### config.mk
export PLATFORM = sky130hd
export DESIGN_NAME = ccba_counter_capture
export DESIGN_NICKNAME = d
export VERILOG_FILES = /design/src/core/ccba_pkg.sv /design/src/core/ccba_counter_capture.sv
export SDC_FILE = /design/constraint.sdc
export NUM_CORES = 1
export LEC_CHECK = 0
export BUFFER_PORTS_ARGS = -buffer_cell sky130_fd_sc_hd__buf_2
export CAP_MARGIN = 20
export CELL_PAD_IN_SITES_DETAIL_PLACEMENT = 0
export CELL_PAD_IN_SITES_GLOBAL_PLACEMENT = 1
export CORE_MARGIN = 2
export CORE_UTILIZATION = 43
export CTS_BUF_LIST = sky130_fd_sc_hd__clkbuf_2 sky130_fd_sc_hd__clkbuf_4 sky130_fd_sc_hd__clkbuf_8
export CTS_CLUSTER_SIZE = 12
export DETAILED_ROUTE_END_ITERATION = 6
export PLACE_DENSITY = 0.81
export SLEW_MARGIN = 20
export SYNTH_ARGS = -nofsm -noshare
export SYNTH_HDL_FRONTEND = slang
export SYNTH_SLANG_ARGS = --single-unit
### constraint.sdc
create_clock -name clk_sys -period 2.1 [get_ports clk_sys]
set_clock_uncertainty 0.1 [all_clocks]
set_input_delay 0.42 -clock clk_sys [delete_from_list [all_inputs] [get_ports clk_sys]]
set_output_delay 0.42 -clock clk_sys [all_outputs]
set_load 0.01 [all_outputs]
### src/core/ccba_pkg.sv
// ==========================================================
// counter and capture byte access constants
// ==========================================================
package ccba_pkg;

   localparam int CCBA_MODULES = 6;
   localparam int CCBA_BYTE_W = 8;
   localparam int CCBA_WORD_W = 2 * CCBA_BYTE_W;

   typedef logic [CCBA_BYTE_W-1:0] ccba_byte_t;
   typedef logic [CCBA_WORD_W-1:0] ccba_word_t;
   typedef ccba_byte_t ccba_addr_t;

   // ==========================================================
   // register addresses
   // ==========================================================
   localparam ccba_addr_t CCBA_ADDR_COUNTER_LOW = 8'hf9;
   localparam ccba_addr_t CCBA_ADDR_COUNTER_HIGH = 8'hfa;
   localparam ccba_addr_t CCBA_CAP_LOW_ADDR [CCBA_MODULES] =
      '{8'hfb, 8'he9, 8'heb, 8'hed, 8'hfd, 8'hce};
   localparam ccba_addr_t CCBA_CAP_HIGH_ADDR [CCBA_MODULES] =
      '{8'hfc, 8'hea, 8'hec, 8'hee, 8'hfe, 8'hcf};

   // ==========================================================
   // reset values and constants
   // ==========================================================
   localparam ccba_byte_t CCBA_BYTE_RESET = 8'h00;
   localparam ccba_word_t CCBA_WORD_RESET = 16'h0000;
   localparam ccba_word_t CCBA_WORD_ONE = 16'h0001;
   localparam logic CCBA_ENABLE_RESET = 1'b0;

endpackage

### src/core/ccba_counter_capture.sv
`timescale 1ns/1ps
module ccba_counter_capture
   import ccba_pkg::*;
(
   input wire logic clk_sys,
   input wire logic reset,
   input wire logic [CCBA_BYTE_W-1:0] sfr_addr,
   input wire logic sfr_wr,
   input wire logic sfr_rd,
   input wire logic [CCBA_BYTE_W-1:0] sfr_wdata,
   output logic [CCBA_BYTE_W-1:0] sfr_rdata,
   input wire logic watchdog_enable_bit,
   input wire logic auto_reload_select,
   input wire logic count_tick,
   input wire logic [CCBA_MODULES-1:0] capture_strobe,
   input wire logic [CCBA_MODULES-1:0] mode_enable_load,
   input wire logic [CCBA_MODULES-1:0] mode_enable_value,
   output logic [CCBA_WORD_W-1:0] main_counter,
   output logic [CCBA_WORD_W-1:0] capture_compare_value [CCBA_MODULES],
   output logic [CCBA_WORD_W-1:0] auto_reload_value [CCBA_MODULES],
   output logic [CCBA_MODULES-1:0] comparator_enable_bit,
   output logic [CCBA_MODULES-1:0] compare_match
);

   // ==========================================================
   // address decode
   // ==========================================================
   function automatic logic [CCBA_MODULES-1:0] addr_match(
      input ccba_addr_t a,
      input ccba_addr_t tbl [CCBA_MODULES]
   );
      logic [CCBA_MODULES-1:0] hit;
      hit = '0;
      for (int i = 0; i < CCBA_MODULES; i++) begin
         hit[i] = (a == tbl[i]);
      end
      return hit;
   endfunction

   logic [CCBA_BYTE_W-1:0] snapshot;
   logic [CCBA_BYTE_W-1:0] next_rdata;
   logic [CCBA_WORD_W-1:0] next_counter;

   wire logic hit_cnt_low = (sfr_addr == CCBA_ADDR_COUNTER_LOW);
   wire logic hit_cnt_high = (sfr_addr == CCBA_ADDR_COUNTER_HIGH);
   wire logic [CCBA_MODULES-1:0] hit_cap_low = addr_match(sfr_addr, CCBA_CAP_LOW_ADDR);
   wire logic [CCBA_MODULES-1:0] hit_cap_high = addr_match(sfr_addr, CCBA_CAP_HIGH_ADDR);

   wire logic wr_cnt_low = sfr_wr && hit_cnt_low && !watchdog_enable_bit;
   wire logic wr_cnt_high = sfr_wr && hit_cnt_high && !watchdog_enable_bit;
   wire logic [CCBA_MODULES-1:0] wr_low = sfr_wr ? hit_cap_low : '0;
   wire logic [CCBA_MODULES-1:0] wr_high = sfr_wr ? hit_cap_high : '0;
   wire logic [CCBA_MODULES-1:0] wr_cap_low = auto_reload_select ? '0 : wr_low;
   wire logic [CCBA_MODULES-1:0] wr_cap_high = auto_reload_select ? '0 : wr_high;
   wire logic [CCBA_MODULES-1:0] wr_rel_low = auto_reload_select ? wr_low : '0;
   wire logic [CCBA_MODULES-1:0] wr_rel_high = auto_reload_select ? wr_high : '0;
   wire logic rd_cnt_low = sfr_rd && hit_cnt_low;

   // ==========================================================
   // main counter
   // ==========================================================
   // byte loads beat the count tick
   always_comb begin
      next_counter = count_tick ? CCBA_WORD_W'(main_counter + CCBA_WORD_ONE) : main_counter;
      if (wr_cnt_low) begin
         next_counter[CCBA_BYTE_W-1:0] = sfr_wdata;
      end
      if (wr_cnt_high) begin
         next_counter[CCBA_WORD_W-1:CCBA_BYTE_W] = sfr_wdata;
      end
   end

   always_ff @(posedge clk_sys) begin
      if (reset) begin
         main_counter <= CCBA_WORD_RESET;
      end else begin
         main_counter <= next_counter;
      end
   end

   always_ff @(posedge clk_sys) begin
      if (reset) begin
         snapshot <= CCBA_BYTE_RESET;
      end else if (rd_cnt_low) begin
         snapshot <= main_counter[CCBA_WORD_W-1:CCBA_BYTE_W];
      end
   end

   // ==========================================================
   // capture, reload and comparator per module
   // ==========================================================
   for (genvar m = 0; m < CCBA_MODULES; m++) begin : g_mod
      always_ff @(posedge clk_sys) begin
         if (reset) begin
            capture_compare_value[m][CCBA_BYTE_W-1:0] <= CCBA_BYTE_RESET;
         end else if (wr_cap_low[m]) begin
            capture_compare_value[m][CCBA_BYTE_W-1:0] <= sfr_wdata;
         end else if (capture_strobe[m]) begin
            capture_compare_value[m][CCBA_BYTE_W-1:0] <= main_counter[CCBA_BYTE_W-1:0];
         end
      end

      always_ff @(posedge clk_sys) begin
         if (reset) begin
            capture_compare_value[m][CCBA_WORD_W-1:CCBA_BYTE_W] <= CCBA_BYTE_RESET;
         end else if (wr_cap_high[m]) begin
            capture_compare_value[m][CCBA_WORD_W-1:CCBA_BYTE_W] <= sfr_wdata;
         end else if (capture_strobe[m]) begin
            capture_compare_value[m][CCBA_WORD_W-1:CCBA_BYTE_W] <=
               main_counter[CCBA_WORD_W-1:CCBA_BYTE_W];
         end
      end

      always_ff @(posedge clk_sys) begin
         if (reset) begin
            auto_reload_value[m] <= CCBA_WORD_RESET;
         end else if (wr_rel_low[m]) begin
            auto_reload_value[m][CCBA_BYTE_W-1:0] <= sfr_wdata;
         end else if (wr_rel_high[m]) begin
            auto_reload_value[m][CCBA_WORD_W-1:CCBA_BYTE_W] <= sfr_wdata;
         end
      end

      // low write clears, high write sets
      always_ff @(posedge clk_sys) begin
         if (reset) begin
            comparator_enable_bit[m] <= CCBA_ENABLE_RESET;
         end else if (wr_high[m]) begin
            comparator_enable_bit[m] <= 1'b1;
         end else if (wr_low[m]) begin
            comparator_enable_bit[m] <= 1'b0;
         end else if (mode_enable_load[m]) begin
            comparator_enable_bit[m] <= mode_enable_value[m];
         end
      end

      always_ff @(posedge clk_sys) begin
         if (reset) begin
            compare_match[m] <= 1'b0;
         end else begin
            compare_match[m] <= comparator_enable_bit[m] &&
               (main_counter == capture_compare_value[m]);
         end
      end
   end

   // ==========================================================
   // read path
   // ==========================================================
   always_comb begin
      next_rdata = CCBA_BYTE_RESET;
      if (hit_cnt_low) begin
         next_rdata = main_counter[CCBA_BYTE_W-1:0];
      end
      if (hit_cnt_high) begin
         next_rdata = snapshot;
      end
      for (int i = 0; i < CCBA_MODULES; i++) begin
         if (hit_cap_low[i]) begin
            next_rdata = auto_reload_select ? auto_reload_value[i][CCBA_BYTE_W-1:0] :
               capture_compare_value[i][CCBA_BYTE_W-1:0];
         end
         if (hit_cap_high[i]) begin
            next_rdata = auto_reload_select ?
               auto_reload_value[i][CCBA_WORD_W-1:CCBA_BYTE_W] :
               capture_compare_value[i][CCBA_WORD_W-1:CCBA_BYTE_W];
         end
      end
   end

   always_ff @(posedge clk_sys) begin
      if (reset) begin
         sfr_rdata <= CCBA_BYTE_RESET;
      end else if (sfr_rd) begin
         sfr_rdata <= next_rdata;
      end
   end
endmodule

# Word level (Yosys, flattened, before mapping)
# Cells that the tools add are included.
[totals] output_inout_bits=228 in_bits=41 ff_bits=236 elab_cells=182
[op_classes] eq_ne=20 n_bitwise=6 mux=77 n_addsub=1 n_reduce_logical=38
[op_table] op="$mux W8" count=52
[op_table] op="$eq A8 B8 Y1 const B" count=14
[op_table] op="$eq A16 B16 Y1" count=6
[op_table] op="$mux W6" count=6
[op_table] op="$reduce_bool A2 Y1" count=14
[op_table] op="$mux W1" count=18
[op_table] op="$reduce_bool A3 Y1" count=6
[op_table] op="$add A16 B1 Y16 const B" count=1
[op_table] op="$mux W16" count=1
[op_table] op="$reduce_and A2 Y1" count=6
[op_table] op="$logic_and A1 B1 Y1" count=11
[op_table] op="$not A1 Y1" count=6
[op_table] op="$logic_not A1 Y1" count=1

# Longest topological paths before layout
# Gate-level depths: netlist of the first run.
[logic_depth] ltp_word=15 ltp_mapped=9 depth_no_buf=7

# Worst setup path before layout of the first run
# OpenSTA, ideal clock, no wires.
[synth_timing] kind="in2reg" start="input auto_reload_select" end="register sfr_rdata[3]" setup_time_ns=0.122 slack_ns=0.190 required_time_ns=1.878 n_path_buf=3 path_stages=8 arrival_ns=1.688 cell_sequence="buf_2 > buf_4 > buf_2 > mux2_2 > a22oi_1 > nand3_1 > a21oi_1 > o21ai_1"
[synth_between] elab_chain_len=13 word_cells_on_any_way=24 cone_classes="mux (24)"
[synth_lines] element="from (decl)" line_no="ccba_counter_capture.sv:13" rtl="input wire logic auto_reload_select,"
[synth_lines] element="$mux W8" line_no="ccba_counter_capture.sv:160" rtl="next_rdata = auto_reload_select ? auto_reload_value[i][CCBA_BYTE_W-1:0] :"
[synth_lines] element="$mux W8" line_no="ccba_counter_capture.sv:159" rtl="if (hit_cap_low[i]) begin"
[synth_lines] element="$mux W8" line_no="ccba_counter_capture.sv:163" rtl="if (hit_cap_high[i]) begin"
[synth_lines] element="$mux W8" line_no="ccba_counter_capture.sv:159"
[synth_lines] element="$mux W8" line_no="ccba_counter_capture.sv:163"
[synth_lines] element="$mux W8" line_no="ccba_counter_capture.sv:159"
[synth_lines] element="$mux W8" line_no="ccba_counter_capture.sv:163"
[synth_lines] element="$mux W8" line_no="ccba_counter_capture.sv:159"
[synth_lines] element="$mux W8" line_no="ccba_counter_capture.sv:163"
[synth_lines] element="$mux W8" line_no="ccba_counter_capture.sv:159"
[synth_lines] element="$mux W8" line_no="ccba_counter_capture.sv:163"
[synth_lines] element="$mux W8" line_no="ccba_counter_capture.sv:159"
[synth_lines] element="$mux W8 (*)" line_no="ccba_counter_capture.sv:163"
[synth_lines] element="to (signal assigned)" line_no="ccba_counter_capture.sv:175" rtl="sfr_rdata <= next_rdata;"
[synth_lines] element="to (decl)" line_no="ccba_counter_capture.sv:11" rtl="output logic [CCBA_BYTE_W-1:0] sfr_rdata,"
# Mark *: on every way between the ends. The rest lies on a longest branch, timed or not.
# A chain may end at the register's enable or synchronous reset.

# Worst setup path in the final report of the first run
[layout_timing] start="register main_counter[5]" end="output main_counter[5]"
[layout_lines] element="from (decl)" line_no="ccba_counter_capture.sv:18" rtl="output logic [CCBA_WORD_W-1:0] main_counter,"
[layout_lines] element="from (signal assigned)" line_no="ccba_counter_capture.sv:77" rtl="main_counter <= next_counter;"
# No word-level cell between the ends.

==> impl_metrics.toml, run 1 <==
[outcome]
outcome = "finished clean"

[floorplanning]
core_mm2 = 0.02972
initial_utilization_pct = 43.77
die_area_mm2 = 0.03166
num_rows = 63
pin_count = 269
die-height_um = 177.9
die_w_um = 177.9

[layout]
final_area_mm2 = 0.01660
fillers = 2711
drive_gt1_share_pct = 32.04
syn_to_final_growth_pct = 27.61
nets = 1827
antenna_cells = 0

[cts]
cts.root.buffer_cell = "clkbuf_8"
hold_buffers = 0
clk_pin_slew_ns = 0.06
ctsResizeCount = 5
tritoncts = "yes"
htree_levels = 2
cts_setup_buffers = 0
clk_path_buf_depth = 3
worst_skew_pair.late_latency_ns = 0.56
cts_buffers = 42
cts.sinks = 236

[critical_path]
crit_arrival_ns = 1.53
r2r_end = "sfr_rdata[2]"
crit_path_start_kind = "register"
crit_fanout = 9
path_cells = "buf_6 -> buf_4 -> buf_2"
rr_startpoint = "main_counter[2]"
required_ns = 1.58
crit_path_end_kind = "output pin"
crit_type = "reg2out"
reg2reg_depth = 8
cpPeakStageDelay_ns = 0.43
crit_slowest_cell = "dfxtp_2"
rrSetupSlack_ns = 0.09

[power_and_ir_drop]
p_per_area_mw_per_mm2 = 590.1
ir_drop_v = 0.0004119
p_leak_nw = 7.495

[global_routing]
antenna_found_initial = 1
grt_pass1_wl_um = 77530
grt_start_max_net_pins = 41
grt.total_usage_pct = 32.89
grt_pass1_vias = 12080
gr-total-overflow = 0

[logic_synthesis]
syn_area_mm2 = 0.01301
synthFlopType = "dfxtp_1"
synth_fp_nets = 1512
ys_seq_elements = 236
synth_area_leaders = "dfxtp_1, mux2i_1, nor2_1, a211oi_1, mux2_2"
postSynth.asyncResetShare_pct = 0
synth_top_area_share_pct = 36.32
ys_types = 52
synth_enable_flop_cells = 0
ys.warnings.count = 0
synth_seq_area_share_pct = 36.32
syn_avg_cell_area_um2 = 8.849
syn_inst = 1470
yosysTopAreaCell = "dfxtp_1"

[place]
placed_area_mm2 = 0.01577
port_buffers = 268
place.gp.congestion = 0.9828
hpwlAfterDp_um = 39030
post-place-ws_ns = -0.3267

[timing]
timing.final.ws_setup_ns = 0.04901
period_share_pct = 97.67
rsz0062_at_grt = "no"
worst_pin_slew_ns = 0.5952
clock.fmax_ghz = 0.4876
maxSlewViolCount = 0
setup_tns_ns = 0
slew-limit-headroom_pct = 60.24
setup_violations = 0
hold_viol_final = 0
fin_crit_ns = 2.051

[detailed_routing]
vias = 12890
vias_per_cell = 5.859
ant_nets = 0
drt_iter0_drc = 1259
drcViolationCount = 0
routed_wl_um = 53370
detail_route.wl_per_cell_um = 24.26
firstDrtPassIters = 5

[worst_hold_path]
holdPathStages = 4
holdPathEnd = "comparator_enable_bit[4]"
hp-class = "in2reg"
hold_path_startpoint = "mode_enable_load[4]"

[job]
max-cap-violations = 0
[cell usage after synthesis (6+ instances only)]
master,count
a211oi_1,103
a21oi_1,71
a22oi_1,24
buf_1,27
buf_2,43
buf_4,7
clkbuf_1,69
dfxtp_1,236
mux2_2,56
mux2i_1,223
nand2_1,77
nand3_1,22
nand4_1,14
nor2_1,232
nor2_4,7
nor2b_1,6
nor3_1,9
nor4_1,16
o21ai_0,30
o21ai_1,11
o221ai_1,9
o22ai_1,16
xnor2_1,48
xor2_1,63
[area by class of cell]
class	count	area, µm²	share of cell area [%]
clock buffer	67	797.0	4.802
timing repair buffer	419	2933	17.67
multi-input combinational	1086	7637	46.01
clock inverter	2	12.51	0.07538
tap	390	488.0	2.940
sequential	236	4731	28.50
[metal layers]
metal	global-route usage, %	vias to the layer above	part of all wire (%)
li1	-	5836	-
met1	45.33	6142	43
met5	0	-	0
met4	11.78	0	3.8
met3	7.476	148	9.6
met2	50.19	763	44
[sequential cells by signal, summed over array words and instances, names as in the netlist]
| name | flops |
|---|---|
| auto_reload_value | 96 |
| main_counter | 16 |
| capture_compare_value | 96 |
| snapshot | 8 |
| sfr_rdata | 8 |
| comparator_enable_bit | 6 |
| compare_match | 6 |
[cell families (layout without fill, tap and decap cells)]
family          after synthesis  after routing  synth area share, %
compound gates              266            266                13.18
flops                       236            236                36.32
xor+xnor                    111            111                7.474
simple gates                429            429                15.92
mux                         279            279                22.01
buf+inv                     148            488                5.002
fa+ha+maj                     1              1              0.09618
[cell usage in the layout, fill, tap and decap left out, types with 3 or more instances in the layout]
cell type,n
nor2_4,7
a21oi_1,71
o22ai_1,16
nor2b_1,6
buf_6,4
mux2i_1,223
a22oi_1,24
buf_4,114
nand4_1,14
mux2_2,56
nor4b_1,4
o221ai_1,9
and3_1,5
buf_12,35
a211oi_1,102
nand4b_1,3
buf_2,266
xnor2_1,48
o21ai_1,11
nor3_1,9
nand2b_1,3
nor4_1,16
clkbuf_4,20
nor2_2,5
nor2_1,232
xor2_1,63
clkbuf_8,47
nand3_1,22
dfxtp_2,5
dfxtp_1,231
and2_1,3
nand2_1,77
o21ai_0,30
[through the flow]
stage | std cells | utilization, % | power [W] | hold slack, ns
CTS | 2200 | 55.82 | 0.009809 | 0.1132
detailed placement | 2131 | 53.05 | 0.005565 | 0.3455
finish | 2200 | 55.85 | 0.009794 | 0.1345
global route | 2200 | 55.85 | 0.01005 | 0.1316
global placement | 2131 | 53.05 | 0.005561 | 0.3410
floorplan | 1470 | - | 0.005162 | 0.3322
[report_power, final]
part	leakage, nW	internal [W]	total [W]	switching [W]
Clock	0.434	0.00238	0.00430	0.00193
Combinational	5.16	0.000359	0.000937	0.000578
Sequential	1.91	0.00451	0.00455	0.0000405
[worst max-delay path by stage]
stage,startpoint,to
finish,main_counter[5],main_counter[5]
global route,main_counter[2],sfr_rdata[2]
CTS,main_counter[11],main_counter[11]
detailed placement,sfr_addr[5],sfr_rdata[7]
global placement,sfr_addr[3],sfr_rdata[5]
floorplan,auto_reload_select,sfr_rdata[3]
[critical path, delay by kind of cell, from the launching register on]
| kind | cells | cell delay [ns] |
|---|---|---|
| buffers and inverters | 3 | 0.55 |
| flip-flops | 1 | 0.43 |
Power figures use the tool's default switching activity.
==> run 2, diff against run 1 <==
--- a/config.mk
+++ b/config.mk
@@ -5,7 +5,7 @@
 export SDC_FILE = /design/constraint.sdc
 export NUM_CORES = 1
 export LEC_CHECK = 0
-export BUFFER_PORTS_ARGS = -buffer_cell sky130_fd_sc_hd__buf_2
+export BUFFER_PORTS_ARGS = -buffer_cell sky130_fd_sc_hd__buf_4
 export CAP_MARGIN = 20
 export CELL_PAD_IN_SITES_DETAIL_PLACEMENT = 0
 export CELL_PAD_IN_SITES_GLOBAL_PLACEMENT = 1
==> impl_metrics.toml, run 2 (synthesis results as in run 1) <==
[detailed_routing]
detail_route.wl_per_cell_um = 24.43
wl_met1_um = 22790
wl_met2_um = 23880
drt_iter0_drc = 1224
drcViolationCount = 0
vias_per_cell = 5.840
met3_wirelength_um = 4859
firstDrtPassIters = 5
ant_nets = 0
highest_layer = "met5"
routed_wl_um = 53290
vias = 12740

[timing]
period_share_pct = 97.30
worst_pin_slew_ns = 0.5792
rsz0062_at_grt = "no"
fin_crit_ns = 2.043
slew-limit-headroom_pct = 61.25
clock.fmax_ghz = 0.4894
maxSlewViolCount = 0
setup_tns_ns = 0
hold_viol_final = 0
setup_violations = 0

[cts]
cts.sinks = 236
tritoncts = "yes"
cts.root.buffer_cell = "clkbuf_8"
htree_levels = 2
cts_setup_buffers = 0
clk_pin_slew_ns = 0.06
clk_path_buf_depth = 3
worst_skew_pair.late_latency_ns = 0.57
cts_buffers = 43

[job]
max-cap-violations = 0

[floorplanning]
die_area_mm2 = 0.03166
initial_utilization_pct = 43.77
die_w_um = 177.9
pin_count = 269
die-height_um = 177.9
num_rows = 63
core_mm2 = 0.02972

[global_routing]
grt_pass1_wl_um = 77300
antenna_found_initial = 2
grt_pass1_vias = 11910
grt_start_max_net_pins = 41
grt.total_usage_pct = 32.76
gr-total-overflow = 0

[critical_path]
cpPeakStageDelay_ns = 0.56
crit_path_start_kind = "register"
crit_arrival_ns = 1.52
reg2reg_depth = 7
crit_fanout = 5
crit_path_start = "main_counter[11]"
path_cells = "buf_4 -> buf_4"
crit_path_end = "main_counter[11]"
crit_path_end_kind = "output pin"
rrSetupSlack_ns = 0.09
crit_type = "reg2out"
rr_startpoint = "main_counter[6]"
path_common_cell = "buf_4"
crit_slowest_cell = "dfxtp_1"
required_ns = 1.58
r2r_end = "sfr_rdata[6]"

[layout]
final_common_cell = "buf_4"
largestRegisters = "auto_reload_value: 96 flops, capture_compare_value: 96 flops, main_counter: 16 flops"
drive_gt1_share_pct = 31.06
final_area_mm2 = 0.01684
nets = 1800
syn_to_final_growth_pct = 29.45
final_cell_mix = "buf_4, dfxtp_1, nor2_1, mux2i_1, a211oi_1"

[power_and_ir_drop]
p_per_area_mw_per_mm2 = 602.6
total_power_w = 0.01015
p_leak_nw = 7.316
ir_drop_v = 0.0004268

[worst_hold_path]
hp-class = "in2reg"

[outcome]
outcome = "finished clean"

[place]
placed_area_mm2 = 0.01593
hpwlAfterDp_um = 38580
port_buffers = 268
place.gp.congestion = 0.9056
-- run 2: metal layers --
| metal | up-vias | track usage, % |
|---|---|---|
| li1 | 5777 | - |
| met1 | 6154 | 45.68 |
| met2 | 694 | 50.63 |
| met3 | 111 | 6.063 |
| met4 | 2 | 11.27 |
| met5 | - | 0 |
-- run 2: cell type report --
class,instances,area (µm²)
Timing Repair Buffer,391,3077
Sequential cell,236,4727
Clock buffer,70,838.3
Antenna cell,1,2.502
Multi-Input combinational cell,1086,7632
Fill cell,2736,12880
Tap cell,390,488.0
Clock inverter,7,73.82
-- run 2: timing repair --
item,CTS,global route
endpoints found under the setup margin,3,0
hold buffers,0,0
resized for setup,2,0
-- run 2: power by group --
group	leakage [nW]	switching, W	internal [W]
registers	1.90	0.0000441	0.00451
clock network	0.492	0.00203	0.00266
logic	4.92	0.000555	0.000347
total	7.32	0.00263	0.00752
-- run 2: metrics by stage --
stage / std cells / util (%) / setup slack, ns / hold slack, ns
after floorplan: 1470 / - / 0.1899 / 0.3322
after global placement: 2104 / 53.60 / -0.2062 / 0.3474
after detailed placement: 2104 / 53.60 / -0.2410 / 0.3489
after CTS: 2180 / 56.65 / 0.05428 / 0.1001
after global routing: 2181 / 56.66 / 0.002318 / 0.1465
final: 2181 / 56.66 / 0.05663 / 0.1329
-- run 2: how the worst min path moves through the flow --
stage / start / endpoint / cells after the start
global route: reset / auto_reload_value[39] / 2
finish: mode_enable_load[4] / comparator_enable_bit[4] / 3
CTS: sfr_wr / comparator_enable_bit[4] / 3
detailed placement: snapshot[2] / snapshot[2] / 2
floorplan: snapshot[0] / snapshot[0] / 2
global placement: snapshot[7] / snapshot[7] / 2
-- run 2: worst max-delay path: cells and delay by family (launching register included) --
family	cells	cell delay, ns
DFF	1	0.56
buffers and inverters	2	0.40
==> run 3, diff against run 2 <==
--- a/config.mk
+++ b/config.mk
@@ -14,7 +14,7 @@
 export CTS_BUF_LIST = sky130_fd_sc_hd__clkbuf_2 sky130_fd_sc_hd__clkbuf_4 sky130_fd_sc_hd__clkbuf_8
 export CTS_CLUSTER_SIZE = 12
 export DETAILED_ROUTE_END_ITERATION = 6
-export PLACE_DENSITY = 0.81
+export PLACE_DENSITY_LB_ADDON = 0.1
 export SLEW_MARGIN = 20
 export SYNTH_ARGS = -nofsm -noshare
 export SYNTH_HDL_FRONTEND = slang
==> impl_metrics.toml, run 3 (synthesis results as in run 1) <==
[cts]
cts_buffers = 43
htree_levels = 2
worst_skew_pair.late_latency_ns = 0.57
clk_path_buf_depth = 3
hold_buffers = 0
cts.sinks = 236
clk_pin_slew_ns = 0.07
tritoncts = "yes"
cts.root.buffer_cell = "clkbuf_8"

[timing]
period_share_pct = 98.42
worst_pin_slew_ns = 0.5847
timing.final.ws_setup_ns = 0.03324
rsz0062_at_grt = "no"
clock.fmax_ghz = 0.4839
slew-limit-headroom_pct = 60.88
fin_crit_ns = 2.067
hold_viol_final = 0
setup_violations = 0
maxSlewViolCount = 0

[global_routing]
grt_start_max_net_pins = 43
grt.total_usage_pct = 33.78
grt_pass1_wl_um = 79610
gr-total-overflow = 0
grt_pass1_vias = 12020
antenna_found_initial = 0

[power_and_ir_drop]
seqPwrFrac_pct = 44.8
switching_power_w = 0.002624
swShare_pct = 25.82
ir_drop_v = 0.0004000
comb_power_share_pct = 9.1
p_per_area_mw_per_mm2 = 595.6
p_int_w = 0.007541
p_leak_nw = 7.409
clockPowerShare_pct = 46.0
total_power_w = 0.01017

[layout]
syn_to_final_growth_pct = 31.20
nets = 1810
largestRegisters = "auto_reload_value: 96 flops, capture_compare_value: 96 flops, main_counter: 16 flops"
final_cell_mix = "buf_4, nor2_1, dfxtp_1, mux2i_1, a211oi_1"
final_area_mm2 = 0.01707
final_cells = 2184
final_common_cell = "buf_4"
antenna_cells = 0
fillers = 2693
drive_gt1_share_pct = 31.33

[worst_hold_path]
holdPathStages = 4
holdPathEnd = "comparator_enable_bit[4]"
hp-class = "in2reg"
hold_path_startpoint = "mode_enable_load[4]"

[critical_path]
crit_path_end_kind = "output pin"
crit_path_start_kind = "register"
r2r_end = "sfr_rdata[3]"
crit_path_start = "main_counter[13]"
crit_fanout = 5
rr_startpoint = "main_counter[3]"
rrSetupSlack_ns = 0.17
required_ns = 1.58
crit_type = "reg2out"
reg2reg_depth = 6
crit_arrival_ns = 1.55

[detailed_routing]
routed_wl_um = 54510
detail_route.wl_per_cell_um = 24.96
firstDrtPassIters = 5
vias_per_cell = 5.787
drcViolationCount = 0
vias = 12640
ant_nets = 0
drt_iter0_drc = 1187

[floorplanning]
initial_utilization_pct = 43.77
core_mm2 = 0.02972
die_w_um = 177.9
die_area_mm2 = 0.03166
num_rows = 63
pin_count = 269
die-height_um = 177.9

[place]
placed_cells = 2113
post-place-ws_ns = -0.2754
place.gp.congestion = 0.9888
placed_area_mm2 = 0.01617
hpwlAfterDp_um = 38270
port_buffers = 268

[outcome]
outcome = "finished clean"

[job]
max-cap-violations = 0
## run 3: changes by cell type in the layout (fill, tap and decap cells not counted), sizes merged
| cell | previous run | this run |
|---|---|---|
| buf | 391 | 401 |
| bufinv | 1 | 2 |
| inv | 3 | 1 |
| clkinvlp | 0 | 1 |
| diode | 1 | 0 |
| clkbuf | 70 | 66 |
| clkinv | 3 | 1 |
## run 3: repair_timing
action                     4_1_cts  5_1_grt
setup buffers                    0        0
gates resized for setup          3        1
setup endpoints to repair        3        3
## run 3: metrics by stage
stage / setup TNS (ns) / utilization, % / hold slack (ns)
after floorplan: 0 / - / 0.3322
after global placement: -1.595 / 54.42 / 0.3388
after detailed placement: -2.873 / 54.42 / 0.3437
after CTS: 0 / 57.43 / 0.09438
after global routing: 0 / 57.43 / 0.1448
final: 0 / 57.43 / 0.1129
## run 3: critical path, stage by stage, from the launching register on
cell	delay (ns)
dfxtp_1	0.63
buf_4	0.24
buf_4	0.12
## run 3: cell type report
cell class	count	area, µm²	area share (%)
Timing Repair Buffer	401	3327	19.49
Clock inverter	5	81.33	0.4765
Sequential cell	236	4730	27.71
Tap cell	390	488.0	2.859
Multi-Input combinational cell	1086	7632	44.72
Clock buffer	66	808.3	4.736
## run 3: how the worst max path moves through the flow
stage                             to  depth (start not counted)
floorplan               sfr_rdata[3]                          8
detailed placement      sfr_rdata[0]                          9
global placement        sfr_rdata[3]                          9
global route        main_counter[13]                          2
finish              main_counter[13]                          2
CTS                  main_counter[4]                          2
## run 3: routing by layer
layer | global-route usage (%) | vias to the layer above | wire (µm)
met5 | 0 | - | 0
met4 | 10.38 | 0 | 1591
met3 | 4.392 | 88 | 4136
met2 | 53.96 | 622 | 25230
met1 | 47.28 | 6130 | 23550
li1 | - | 5798 | -
## run 3: power groups by stage
stage / Sequential, W / Clock (W) / Combinational, W
final: 0.00456 / 0.00468 / 0.000927
after global routing: 0.00456 / 0.00494 / 0.000969
after CTS: 0.00456 / 0.00471 / 0.000914
after detailed placement: 0.00465 / 0 / 0.000912
after global placement: 0.00466 / 0 / 0.000908
after floorplan: 0.00465 / 0 / 0.000513
